==> config.mk <==
export PLATFORM = sky130hd
export DESIGN_NAME = brf_top
export DESIGN_NICKNAME = d
export VERILOG_FILES = /design/src/rtl/brf_pkg.sv /design/src/rtl/brf_top.sv /design/src/rtl/brf_bit.sv
export VERILOG_INCLUDE_DIRS = /design/src /design/src/rtl
export SDC_FILE = /design/constraint.sdc
export NUM_CORES = 1
export LEC_CHECK = 0
export ABC_AREA = 1
export BUFFER_PORTS_ARGS = -buffer_cell sky130_fd_sc_hd__buf_2
export CAP_MARGIN = 20
export CORE_ASPECT_RATIO = 1.75
export CORE_MARGIN = 2
export CORE_UTILIZATION = 45
export CTS_BUF_LIST = sky130_fd_sc_hd__clkbuf_4 sky130_fd_sc_hd__clkbuf_8
export CTS_CLUSTER_SIZE = 8
export DETAILED_ROUTE_END_ITERATION = 10
export GPL_TIMING_DRIVEN = 0
export PLACE_DENSITY_LB_ADDON = 0.15
export SLEW_MARGIN = 10
export SYNTH_ARGS = -nofsm -noshare
export SYNTH_HDL_FRONTEND = slang
export SYNTH_SLANG_ARGS = --single-unit
==> constraint.sdc <==
create_clock -name pclk -period 2.1 [get_ports pclk]
set_input_delay 0.21 -clock pclk [delete_from_list [all_inputs] [get_ports pclk]]
set_output_delay 0.21 -clock pclk [all_outputs]
set_load 0.01 [all_outputs]
==> src/rtl/brf_defines.svh <==
// Offsets, field positions, reset values and widths of the retention flop block.
// Assumes inclusion by bare name from every design file that needs them.
`ifndef BRF_DEFINES_SVH
`define BRF_DEFINES_SVH

`define BRF_ADDR_W 8
`define BRF_CTRL_OFFSET 8'h00
`define BRF_STATUS_OFFSET 8'h04
`define BRF_MAIN_OFFSET 8'h08
`define BRF_BALLOON_OFFSET 8'h0c

`define BRF_CTRL_W 10
`define BRF_CTRL_STYLE_LSB 0
`define BRF_CTRL_SAVE_ACT_LSB 2
`define BRF_CTRL_REST_ACT_LSB 4
`define BRF_CTRL_HOLD_LSB 6
`define BRF_CTRL_COMBINED_BIT 8
`define BRF_CTRL_BOTH_BIT 9
`define BRF_CTRL_RESET 10'h015

`define BRF_CAUSE_W 6
`define BRF_CAUSE_LSB 8
`define BRF_CAUSE_CLOCK 0
`define BRF_CAUSE_SAVE 1
`define BRF_CAUSE_RESTORE 2
`define BRF_CAUSE_PRECLR 3
`define BRF_CAUSE_RETAIN 4
`define BRF_CAUSE_CONFIG 5
`define BRF_CAUSE_RESET 6'h00

`define BRF_ST_VIOL_BIT 0
`define BRF_ST_PENDING_BIT 1
`define BRF_ST_RESTORE_BIT 2
`define BRF_ST_SAVE_BIT 3
`define BRF_ST_OFF_BIT 4

`define BRF_CTL_PINS 6

`endif

==> src/rtl/brf_pkg.sv <==
// Types shared by the retention flop block.
// Assumes nothing beyond a SystemVerilog compiler.
package brf_pkg;

	typedef enum logic [1:0] {
		brf_edge_trigger,
		brf_leading,
		brf_trailing
	} brf_style_e;

	typedef enum logic [1:0] {
		brf_act_low,
		brf_act_high,
		brf_act_rise,
		brf_act_fall
	} brf_action_e;

	typedef enum logic [1:0] {
		brf_hold_low,
		brf_hold_high,
		brf_hold_none
	} brf_hold_e;

	typedef struct packed {
		logic main_bit;
		logic balloon_bit;
	} brf_bit_s;

endpackage : brf_pkg

==> src/rtl/brf_top.sv <==
// Balloon retention flop bank with APB control, checks and sticky violation.
// Assumes cell-side pins are asynchronous to pclk and change slower than 3 pclk cycles.
//
// Operation
// - clock held low, high or unchanged in retention
// - both-stage restore needs no-change, slave needs low
// - preset and clear override the clock
// - check preset/clear at their trailing edge
// - save and restore inactive in normal operation
// - pins are save, restore or combined
// - level save captures at trailing edge
// - edge restore action marks output time
// - restore style edge, leading or trailing; default leading
// - edge style restores then resumes at once
// - leading style restores early, resumes after trailing
// - trailing style restores and resumes at trailing
// - check conditions at save and restore points
// - normal mode loads data each clock rise
// - restore presets or clears main from balloon
// - balloon transparent during level save, samples at an edge save, holds otherwise
// - bank replicates bits with shared controls
`include "brf_defines.svh"

module brf_top #(
	parameter int BITS = 2
) (
	input wire logic pclk,
	input wire logic presetn,
	input wire logic psel,
	input wire logic penable,
	input wire logic pwrite,
	input wire logic [`BRF_ADDR_W-1:0] paddr,
	input wire logic [31:0] pwdata,
	output logic [31:0] prdata,
	output logic pready,
	output logic pslverr,
	input wire logic cell_clk,
	input wire logic [BITS-1:0] data_in,
	input wire logic cell_preset,
	input wire logic cell_clear,
	input wire logic save_pin,
	input wire logic restore_pin,
	input wire logic primary_off,
	output logic [BITS-1:0] main_bit,
	output logic [BITS-1:0] balloon_bit,
	output logic violation
);

	localparam int SW = BITS + `BRF_CTL_PINS;

	typedef struct packed {
		logic [SW-1:0] sync1;
		logic [SW-1:0] sync2;
		logic [`BRF_CTL_PINS-1:0] prev;
		logic [`BRF_CTRL_W-1:0] ctrl;
		logic [`BRF_CAUSE_W-1:0] cause;
		logic pending;
		logic [31:0] prdata;
	} brf_top_state_s;

	brf_top_state_s st;
	brf_top_state_s next_st;

	function automatic logic level_active(input brf_pkg::brf_action_e act, input logic lvl);
		level_active = (act == brf_pkg::brf_act_high || act == brf_pkg::brf_act_rise) ? lvl : !lvl;
	endfunction : level_active

	////////////////////////////////////////////////////////////////////////////////
	// Synchronised pins and decoded configuration

	logic clk_s;
	logic clk_p;
	logic save_s;
	logic save_p;
	logic rest_s;
	logic rest_p;
	logic pre_s;
	logic pre_p;
	logic clr_s;
	logic clr_p;
	logic off_s;
	logic [BITS-1:0] din_s;
	brf_pkg::brf_style_e style;
	brf_pkg::brf_action_e save_act;
	brf_pkg::brf_action_e rest_act;
	brf_pkg::brf_hold_e hold;
	logic combined;
	logic target_both;

	assign clk_s = st.sync2[0];
	assign save_s = st.sync2[1];
	assign rest_s = st.sync2[2];
	assign pre_s = st.sync2[3];
	assign clr_s = st.sync2[4];
	assign off_s = st.sync2[5];
	assign din_s = st.sync2[SW-1:`BRF_CTL_PINS];
	assign clk_p = st.prev[0];
	assign save_p = st.prev[1];
	assign rest_p = st.prev[2];
	assign pre_p = st.prev[3];
	assign clr_p = st.prev[4];

	assign style = brf_pkg::brf_style_e'(st.ctrl[`BRF_CTRL_STYLE_LSB +: 2]);
	assign save_act = brf_pkg::brf_action_e'(st.ctrl[`BRF_CTRL_SAVE_ACT_LSB +: 2]);
	assign rest_act = brf_pkg::brf_action_e'(st.ctrl[`BRF_CTRL_REST_ACT_LSB +: 2]);
	assign hold = brf_pkg::brf_hold_e'(st.ctrl[`BRF_CTRL_HOLD_LSB +: 2]);
	assign combined = st.ctrl[`BRF_CTRL_COMBINED_BIT];
	assign target_both = st.ctrl[`BRF_CTRL_BOTH_BIT];

	////////////////////////////////////////////////////////////////////////////////
	// Save and restore event decode

	logic save_l;
	logic save_lp;
	logic rest_l;
	logic rest_lp;
	logic save_edge_type;
	logic save_rise;
	logic save_fall;
	logic rest_rise;
	logic rest_fall;
	logic save_take;
	logic save_point;
	logic rest_point;
	logic rest_force;
	logic freeze;
	logic clk_rise;
	logic load;

	// A combined pin saves while nothing is pending and restores once a save is held
	always_comb begin
		if (combined) begin
			save_l = !st.pending && level_active(save_act, save_s);
			save_lp = !st.pending && level_active(save_act, save_p);
			rest_l = st.pending && level_active(rest_act, save_s);
			rest_lp = st.pending && level_active(rest_act, save_p);
		end else begin
			save_l = level_active(save_act, save_s);
			save_lp = level_active(save_act, save_p);
			rest_l = level_active(rest_act, rest_s);
			rest_lp = level_active(rest_act, rest_p);
		end
	end

	assign save_rise = save_l && !save_lp;
	assign save_fall = !save_l && save_lp;
	assign rest_rise = rest_l && !rest_lp;
	assign rest_fall = !rest_l && rest_lp;
	assign save_edge_type = (save_act == brf_pkg::brf_act_rise)
		|| (save_act == brf_pkg::brf_act_fall);
	// Level save tracks main while active, so the trailing edge leaves the last value
	assign save_take = save_edge_type ? save_rise : save_l;
	assign save_point = save_edge_type ? save_rise : save_fall;

	// Illegal style code 3 behaves as the leading default
	always_comb begin
		unique case (style)
			brf_pkg::brf_edge_trigger: begin
				rest_force = rest_rise;
				freeze = 1'b0;
				rest_point = rest_rise;
			end
			brf_pkg::brf_trailing: begin
				rest_force = rest_fall;
				freeze = rest_l;
				rest_point = rest_fall;
			end
			default: begin
				rest_force = rest_l;
				freeze = rest_l;
				rest_point = rest_rise;
			end
		endcase
	end

	assign clk_rise = clk_s && !clk_p;
	assign load = clk_rise && !freeze && !off_s;

	////////////////////////////////////////////////////////////////////////////////
	// Condition checks

	logic [`BRF_CAUSE_W-1:0] hits;
	logic hold_bad;

	always_comb begin
		unique case (hold)
			brf_pkg::brf_hold_low: hold_bad = clk_s;
			brf_pkg::brf_hold_high: hold_bad = !clk_s;
			brf_pkg::brf_hold_none: hold_bad = clk_s != clk_p;
			default: hold_bad = 1'b1;
		endcase
	end

	always_comb begin
		hits = '0;
		hits[`BRF_CAUSE_CLOCK] = (off_s && hold_bad)
			|| (!off_s && clk_rise && (save_l || rest_l));
		hits[`BRF_CAUSE_SAVE] = save_point && clk_s;
		hits[`BRF_CAUSE_RESTORE] = rest_point && (clk_s || off_s);
		// In leading and trailing styles a preset or clear that ends inside a restore is overwritten by it
		hits[`BRF_CAUSE_PRECLR] = ((pre_p && !pre_s) || (clr_p && !clr_s)) && rest_l;
		hits[`BRF_CAUSE_RETAIN] = off_s && save_l;
		hits[`BRF_CAUSE_CONFIG] = target_both ? (hold != brf_pkg::brf_hold_none)
			: (hold != brf_pkg::brf_hold_low);
	end

	////////////////////////////////////////////////////////////////////////////////
	// APB slave and state update

	logic setup;
	logic wr;
	logic mapped;
	logic [31:0] rd_word;

	assign setup = psel && !penable;
	assign wr = psel && penable && pwrite;
	assign mapped = (paddr == `BRF_CTRL_OFFSET) || (paddr == `BRF_STATUS_OFFSET)
		|| (paddr == `BRF_MAIN_OFFSET) || (paddr == `BRF_BALLOON_OFFSET);

	always_comb begin
		rd_word = 32'h0000_0000;
		if (paddr == `BRF_CTRL_OFFSET) begin
			rd_word[`BRF_CTRL_W-1:0] = st.ctrl;
		end else if (paddr == `BRF_STATUS_OFFSET) begin
			rd_word[`BRF_ST_VIOL_BIT] = |st.cause;
			rd_word[`BRF_ST_PENDING_BIT] = st.pending;
			rd_word[`BRF_ST_RESTORE_BIT] = rest_l;
			rd_word[`BRF_ST_SAVE_BIT] = save_l;
			rd_word[`BRF_ST_OFF_BIT] = off_s;
			rd_word[`BRF_CAUSE_LSB +: `BRF_CAUSE_W] = st.cause;
		end else if (paddr == `BRF_MAIN_OFFSET) begin
			rd_word[BITS-1:0] = main_bit;
		end else if (paddr == `BRF_BALLOON_OFFSET) begin
			rd_word[BITS-1:0] = balloon_bit;
		end
	end

	always_comb begin
		next_st = st;
		next_st.sync1 = {data_in, primary_off, cell_clear, cell_preset, restore_pin, save_pin,
			cell_clk};
		next_st.sync2 = st.sync1;
		next_st.prev = st.sync2[`BRF_CTL_PINS-1:0];
		// A new save beats a restore that ends in the same cycle
		if (rest_fall) begin
			next_st.pending = 1'b0;
		end
		if (save_point) begin
			next_st.pending = 1'b1;
		end
		if (setup && !pwrite) begin
			next_st.prdata = rd_word;
		end
		if (wr && paddr == `BRF_CTRL_OFFSET) begin
			next_st.ctrl = pwdata[`BRF_CTRL_W-1:0];
		end
		// New hits win over a write-one clear in the same cycle
		if (wr && paddr == `BRF_STATUS_OFFSET) begin
			next_st.cause = (st.cause & ~pwdata[`BRF_CAUSE_LSB +: `BRF_CAUSE_W]) | hits;
		end else begin
			next_st.cause = st.cause | hits;
		end
	end

	always_ff @(posedge pclk or negedge presetn) begin
		if (!presetn) begin
			st.sync1 <= '0;
			st.sync2 <= '0;
			st.prev <= '0;
			st.ctrl <= `BRF_CTRL_RESET;
			st.cause <= `BRF_CAUSE_RESET;
			st.pending <= 1'b0;
			st.prdata <= 32'h0000_0000;
		end else begin
			st <= next_st;
		end
	end

	assign prdata = st.prdata;
	assign pready = 1'b1;
	assign pslverr = psel && penable && !mapped;
	assign violation = |st.cause;

	////////////////////////////////////////////////////////////////////////////////
	// Bank of identical bits on shared controls

	for (genvar i = 0; i < BITS; i++) begin : g_bit
		brf_bit u_bit (
			.pclk(pclk),
			.presetn(presetn),
			.d(din_s[i]),
			.load(load),
			.preset(pre_s),
			.clear(clr_s),
			.restore_force(rest_force),
			.power_off(off_s),
			.save_take(save_take),
			.main_bit(main_bit[i]),
			.balloon_bit(balloon_bit[i])
		);
	end

endmodule : brf_top

==> src/rtl/brf_bit.sv <==
// One bit of the retention bank: main flop plus always-powered balloon latch.
// Assumes all control strobes are already synchronised to pclk by the caller.
module brf_bit (
	input wire logic pclk,
	input wire logic presetn,
	input wire logic d,
	input wire logic load,
	input wire logic preset,
	input wire logic clear,
	input wire logic restore_force,
	input wire logic power_off,
	input wire logic save_take,
	output logic main_bit,
	output logic balloon_bit
);

	brf_pkg::brf_bit_s st;
	brf_pkg::brf_bit_s next_st;

	always_comb begin
		next_st = st;
		// Preset and clear win over restore and clock; the balloon never sees them
		if (clear) begin
			next_st.main_bit = 1'b0;
		end else if (preset) begin
			next_st.main_bit = 1'b1;
		end else if (restore_force) begin
			next_st.main_bit = st.balloon_bit;
		end else if (power_off) begin
			// Main stage content is lost without primary power
			next_st.main_bit = 1'b0;
		end else if (load) begin
			next_st.main_bit = d;
		end
		// Transparent while saving, so the last value before the trailing edge stays
		if (save_take) begin
			next_st.balloon_bit = st.main_bit;
		end
	end

	always_ff @(posedge pclk or negedge presetn) begin
		if (!presetn) begin
			st <= '0;
		end else begin
			st <= next_st;
		end
	end

	assign main_bit = st.main_bit;
	assign balloon_bit = st.balloon_bit;

endmodule : brf_bit

==> out/qor.txt, run 1 <==
Global-route wire length before repair: 8.89 mm
CP cell instances: inv_1 -> ha_1 -> nand2_1 -> nand2_1 -> nor2_1 -> o21ai_0 -> nand2_1 -> mux2_2
Core area: 6090 sq um
Total I/O pin count: 92
Total gr overflow: 0
Routed Antenna Nets: 0
CP bufs+invs: 1
Dpl cells: 460
Final Hold Fails: 0
GRT Total Usage: 0.167
P per Cell Area: 569 nW/um^2
Gpl congestion: 0.874
Worst endpoint required time: 2.29 ns
Synth cell types: 36
R2R Path Start: save_act[0]
Top-area cell type share of the netlist area: 0.474
FF+latch count, synth: 56
Top delay family on crit path: flip-flops
Final WS setup: 0.214 ns
Footprint of the multi-input gates: 1010 sq um
Cell taking the most area after synthesis: dfrtp_1
Worst skew pair latency: 0.31 ns
Worst Path Arrival: 2.08 ns
Synth top cells by count: nand2_1, dfrtp_1, buf_4, inv_1, nand3_1
Number of DRC markers in iteration 0: 63
R2R depth: 8
Least-Margin Pin Slew: 0.556 ns
Final worst path period need: 1.89 ns
Total power: 1.95 mW
Resized cells post-CTS: 0
Layout cells sized above 1: 0.328
IO Port Bufs: 54
Crit path largest cell delay: 0.54 ns
Hold-fix buffers, CTS: 2
Initial antenna violation count: 0
Antenna diodes: 0
Synth-to-Final Area Change: 22.3%
Count leader, synth: nand2_1
Row Count: 38
Sequential share of the synthesized area: 0.502
RSZ-0062 raised after global routing: no
Fmax: 530 MHz
Critical R2R Capture: g_bit[0].u_bit.balloon_bit
Cell area after synthesis: 2800 sq um
Critical path type: flop to flop
Finished Cell Area: 3420 sq um
R2r setup slk: 0.21 ns
H-tree level count: 2
Status: finished, final reports clean
Worst Clk Skew: 0.0127 ns
Nets: 451
Max Cap Violations: 0
Initial Utilization: 0.459
DIE AREA: 6890 sq um
CP Max Fanout: 3
Final setup vio count: 0
Ys async rst share: 1.00
CP max stage cell: dfstp_2
Fin crit share: 0.898
Largest net degree at the start of global routing: 33
CP Capture Type: flop
Worst slack, placed: 0.213 ns
Rel. slew slack: 0.629
Max IR drop VDD: 395 uV
Non-Filler Instances: 476
TritonCTS Buffers: 5
TNS Setup: 0 ns
FF+latch area: 1410 sq um
1st-pass router iterations: 4
Clk sinks: 56
Root buffer cell: clkbuf_8
Average routed wire per standard cell: 11.3 um
Via Count: 2,115
Syn Area/Cell: 9.08 sq um
Hpwl dp: 4.34 mm
Cells after Synth: 308
Vias in the first global route: 2,003
Leakage: 1.89 nW
YS warnings: 0
Chip height: 108 um
Critical path startpoint category: flop
Filler Cell Count: 603
Setup crit start: save_act[0]
Post-synth EDFFs: 0
Largest buffer count on any clock path: 2
CTS tree: done
Count of final max-slew check failures: 0
Clk slew on worst S/H paths: 0.09 ns
Vias per cell: 4.44
HP Class: input port to flop
Stages on worst setup path: 8
Post-CTS setup buffers: 0
DR DRC count: 0
CP Capture Point: g_bit[0].u_bit.balloon_bit
Die X: 63.6 um
Most frequent CP cell: nand2_1
Placed Area: 3250 sq um
Synth top area cells: dfrtp_1, buf_4, nand2_1, nand3_1, inv_1
Top_reg_cell synth: dfrtp_1
Detailed Route WL: 5.36 mm
-- kinds of logic (layout without fill, tap and decap cells) --
family / after synthesis / after routing / synth area share
xor+xnor: 2 / 2 / 0.00627
simple gates: 125 / 125 / 0.222
flops: 56 / 56 / 0.502
compound gates: 37 / 37 / 0.0765
buf+inv: 79 / 150 / 0.160
fa+ha+maj: 3 / 3 / 0.0134
other cells: 2 / 19 / 0.00269
mux: 4 / 4 / 0.0161
-- worst reg2reg max path, cell delays in order, from the launching register on --
cell and delay (ns):
dfstp_2 0.54, inv_1 0.07, ha_1 0.33, nand2_1 0.07, nand2_1 0.05, nor2_1 0.11, o21ai_0 0.12, nand2_1 0.14
mux2_2 0.35
-- cell usage in the layout (no fill, tap or decap), types with 5 or more instances in the layout --
| cell | count |
|---|---|
| a21oi_1 | 8 |
| buf_2 | 55 |
| buf_4 | 38 |
| clkbuf_8 | 5 |
| conb_1 | 19 |
| dfrtp_1 | 53 |
| dlygate4sd3_1 | 8 |
| inv_1 | 32 |
| inv_2 | 5 |
| nand2_1 | 58 |
| nand2_2 | 5 |
| nand2_4 | 5 |
| nand3_1 | 26 |
| nor2_1 | 15 |
| o211ai_1 | 6 |
| o21ai_0 | 14 |
| o21ai_1 | 5 |
-- worst min-delay path by stage --
stage	startpoint	endpoint	slack, ns	cells after the start
floorplan	presetn	clk_p	-0.09	0
global placement	restore_pin	next_st[57]	0.32	1
detailed placement	presetn	g_bit[1].u_bit.main_bit	0.24	1
CTS	restore_pin	next_st[57]	0.0006	1
global route	cell_preset	next_st[58]	0.004	1
finish	cell_preset	next_st[58]	0.008	1
-- metal layers --
layer	part of all wire	global-route usage
met1	0.37	0.170
met2	0.57	0.330
met3	0.039	0.0271
met4	0.018	0.0668
met5	0	0
-- state kept, by name, indices dropped and copies added (netlist names), 2 cells and up --
register	flops
prdata	14
next_st	12
st	10
din_s	2
g_bit.u_bit.balloon_bit	2
g_bit.u_bit.main_bit	2
hold	2
rest_act	2
save_act	2
-- metrics by stage --
stage / util / hold slack [ns]
CTS: 0.552 / 0.000623
global route: 0.562 / 0.00371
global placement: 0.531 / 0.317
detailed placement: 0.534 / 0.236
finish: 0.562 / 0.00826
floorplan: - / -0.0856
-- layout make-up --
| cell class | count | share of cell area |
|---|---|---|
| Timing Repair Buffer | 63 | 0.108 |
| Tap cell | 80 | 0.0293 |
| Multi-Input combinational cell | 190 | 0.295 |
| Clock buffer | 6 | 0.0223 |
| Clock inverter | 2 | 0.00366 |
| Buffer | 42 | 0.0904 |
| Sequential cell | 56 | 0.411 |
| Inverter | 37 | 0.0406 |
-- power by group --
| part | switching, mW | internal, mW | total [mW] |
|---|---|---|---|
| Combinational | 0.123 | 0.111 | 0.234 |
| Sequential | 0.0259 | 1.11 | 1.14 |
| Clock | 0.326 | 0.247 | 0.573 |
| Total | 0.475 | 1.47 | 1.95 |
(Power assumes the default switching activity.)
==> run 2, diff against run 1 <==
--- a/config.mk
+++ b/config.mk
@@ -6,7 +6,6 @@
 export SDC_FILE = /design/constraint.sdc
 export NUM_CORES = 1
 export LEC_CHECK = 0
-export ABC_AREA = 1
 export BUFFER_PORTS_ARGS = -buffer_cell sky130_fd_sc_hd__buf_2
 export CAP_MARGIN = 20
 export CORE_ASPECT_RATIO = 1.75
@@ -15,7 +14,6 @@
 export CTS_BUF_LIST = sky130_fd_sc_hd__clkbuf_4 sky130_fd_sc_hd__clkbuf_8
 export CTS_CLUSTER_SIZE = 8
 export DETAILED_ROUTE_END_ITERATION = 10
-export GPL_TIMING_DRIVEN = 0
 export PLACE_DENSITY_LB_ADDON = 0.15
 export SLEW_MARGIN = 10
 export SYNTH_ARGS = -nofsm -noshare
==> constraint.sdc (replaced) <==
create_clock -name pclk -period 1.6 [get_ports pclk]
set_input_delay 0.16 -clock pclk [delete_from_list [all_inputs] [get_ports pclk]]
set_output_delay 0.16 -clock pclk [all_outputs]
set_load 0.01 [all_outputs]
==> run 2 against run 1 <==
Against the previous run: the run now ends with negative setup slack left; hold slack better by 0.062 ns; non-clock buffer count down 15; global-route usage increased by 1.0 points; largest power group unchanged.
==> out/qor.txt, run 2 <==
GRT Total Usage: 0.178
Vias per cell: 4.96
Stages on worst setup path: 5
Fin crit share: 1.14
R2r setup slk: -0.22 ns
Sw Share: 0.258
Via Count: 2,003
Cell taking the most area after synthesis: dfrtp_1
Final setup vio count: 13
Sequential share of the synthesized area: 0.494
Detailed Route WL: 5.74 mm
Status: finished with violations
Failing checks: negative setup slack
Max Cap Violations: 0
Top delay family on crit path: flip-flops
Post-synth EDFFs: 0
CP cell instances: xor3_4 -> o22a_4 -> or3_1 -> a21oi_2 -> a21o_1
CP max stage cell: dfstp_2
Clk slew on worst S/H paths: 0.10 ns
Chip height: 109 um
Syn Area/Cell: 11.2 sq um
DIE AREA: 7000 sq um
Worst endpoint required time: 1.86 ns
Synth-to-Final Area Change: 23.8%
Worst Clk Skew: 0.00525 ns
Nets: 379
Gate power share: 0.154
Max reg flops: 14
Row Count: 38
FF+latch count, synth: 56
CTS tree: done
CP Max Fanout: 5
Worst slack, placed: -0.273 ns
Gpl congestion: 0.831
Ys async rst share: 1.00
Filler Cell Count: 569
Compound-Gate Fraction of Synth Area: 0.109
Count of final max-slew check failures: 0
Sequential share of power: 0.566
Root buffer cell: clkbuf_8
Fmax: 549 MHz
Largest Register: prdata
Total power: 2.76 mW
Setup crit start: rest_act[0]
Crit path largest cell delay: 0.58 ns
Xor/xnor share of the synthesized area: 0.0484
Synth cell types: 53
Initial antenna violation count: 0
Top-area cell type share of the netlist area: 0.466
R2R depth: 5
Max IR drop VDD: 636 uV
Antenna diodes: 0
Largest family of logic cells by synthesized area: simple AND/OR/NAND/NOR gates
Top_reg_cell synth: dfrtp_1
Worst skew pair latency: 0.31 ns
Synth top area cells: dfrtp_1, buf_4, mux2_2, nand2_1, dfstp_2
Largest buffer count on any clock path: 2
Average routed wire per standard cell: 14.2 um
Largest net degree at the start of global routing: 57
IO Port Bufs: 54
H-tree level count: 2
Hpwl dp: 4.24 mm
Global-route wire length before repair: 9.30 mm
Final worst path period need: 1.82 ns
RSZ-0062 raised after global routing: yes
Cell area after synthesis: 2850 sq um
Clk sinks: 56
Hold path start: pwdata[2]
Initial Utilization: 0.460
P_sw: 0.714 mW
Final WS setup: -0.221 ns
Synth top cells by count: dfrtp_1, buf_4, nand2_1, nor2_1, mux2_2
Cells after Synth: 254
DR DRC count: 0
Core area: 6180 sq um
Post-Synth Adder-Cell Area: 0.0132
Total I/O pin count: 92
Synth Area in Simple Gates: 0.142
CP bufs+invs: 0
Leakage: 1.70 nW
Vias in the first global route: 1,947
Routed Antenna Nets: 0
P_int: 2.05 mW
Die X: 64.1 um
Part of the power in the clock network: 0.281
Total gr overflow: 0
Most frequent cells in the layout: buf_2, dfrtp_1, nand2_1
CP Capture Type: flop
TritonCTS Buffers: 5
Commonest non-fill, non-tap cell in the layout: buf_2
Number of DRC markers in iteration 0: 78
Critical path type: flop to flop
YS warnings: 0
P per Cell Area: 784 nW/um^2
HP Class: input port to flop
Post-synthesis mux area share: 0.0629
Worst Path Arrival: 2.08 ns
Layout cells sized above 1: 0.407
Hold Path Cell Cnt: 3
R2R Path Start: rest_act[0]
Final Hold Fails: 0
Critical path startpoint category: flop
Count leader, synth: dfrtp_1
1st-pass router iterations: 4
-- run 2: changes by cell type in the layout (fill, tap and decap cells not counted), sizes merged, moves of 6 or more --
cell	previous run	this run
inv	37	8
a221oi	0	6
nand2	68	27
buf	95	81
o21ai	19	6
nand3	29	9
mux2	4	11
a21oi	8	2
-- run 2: final timing paths --
| check | to |
|---|---|
| max in group asynchronous | st[39] |
| setup reg to reg | st[35] |
| hold / removal | save_act[0] |
| hold reg to reg | next_st[54] |
| setup / recovery | st[35] |
| min in group asynchronous | save_act[1] |
-- run 2: worst reg2reg max path: stages (launching register included) --
cell	delay (ns)
dfstp_2	0.58
xor3_4	0.35
o22a_4	0.23
or3_1	0.36
a21oi_2	0.15
a21o_1	0.10
-- run 2: cell families after synthesis --
family          after synthesis
simple gates                 79
flops                        56
buf+inv                      53
compound gates               39
mux                          14
xor+xnor                      8
fa+ha+maj                     3
other cells                   2
-- run 2: metal layers --
metal	GRT usage	up-vias	share of wire
met4	0.0881	0	0.032
met1	0.194	962	0.38
met3	0.0289	12	0.046
met5	0	-	0
li1	-	965	-
met2	0.327	64	0.54
-- run 2: repair_timing --
action,in CTS,in global routing
setup buffers,1,4
setup endpoints to repair,12,14
hold endpoints to repair,61,0
resized for setup,12,16
hold buffers,9,0
pin swaps,6,13
-- run 2: power groups by stage --
stage          sequential [mW]  clock [mW]  combinational (mW)
6_report                  1.56       0.776               0.424
3_5_place_dp              1.59           0               0.372
5_1_grt                   1.57       0.883               0.470
3_3_place_gp              1.59           0               0.369
2_1_floorplan             1.57           0               0.294
4_1_cts                   1.56       0.818               0.409
-- run 2: metrics by stage --
stage | hold WS [ns] | setup TNS [ns] | cells | area, sq um | utilization
5_1_grt | 0.0463 | -2.29 | 404 | 3520 | 0.570
3_3_place_gp | 0.175 | -1.51 | 383 | 3160 | 0.512
6_report | 0.0706 | -1.37 | 404 | 3520 | 0.570
2_1_floorplan | -0.136 | -0.550 | 271 | 2940 | -
4_1_cts | 0.0589 | -1.44 | 401 | 3430 | 0.555
3_5_place_dp | 0.181 | -1.79 | 383 | 3160 | 0.512
-- run 2: final cells by class --
class,count,area (sq um),share of cell area
timing repair buffer,90,602,0.171
clock inverter,2,16.3,0.00462
inverter,8,30.0,0.00853
sequential,56,1410,0.399
clock buffer,6,76.3,0.0217
multi-input combinational,162,1290,0.367
tap,80,100,0.0284
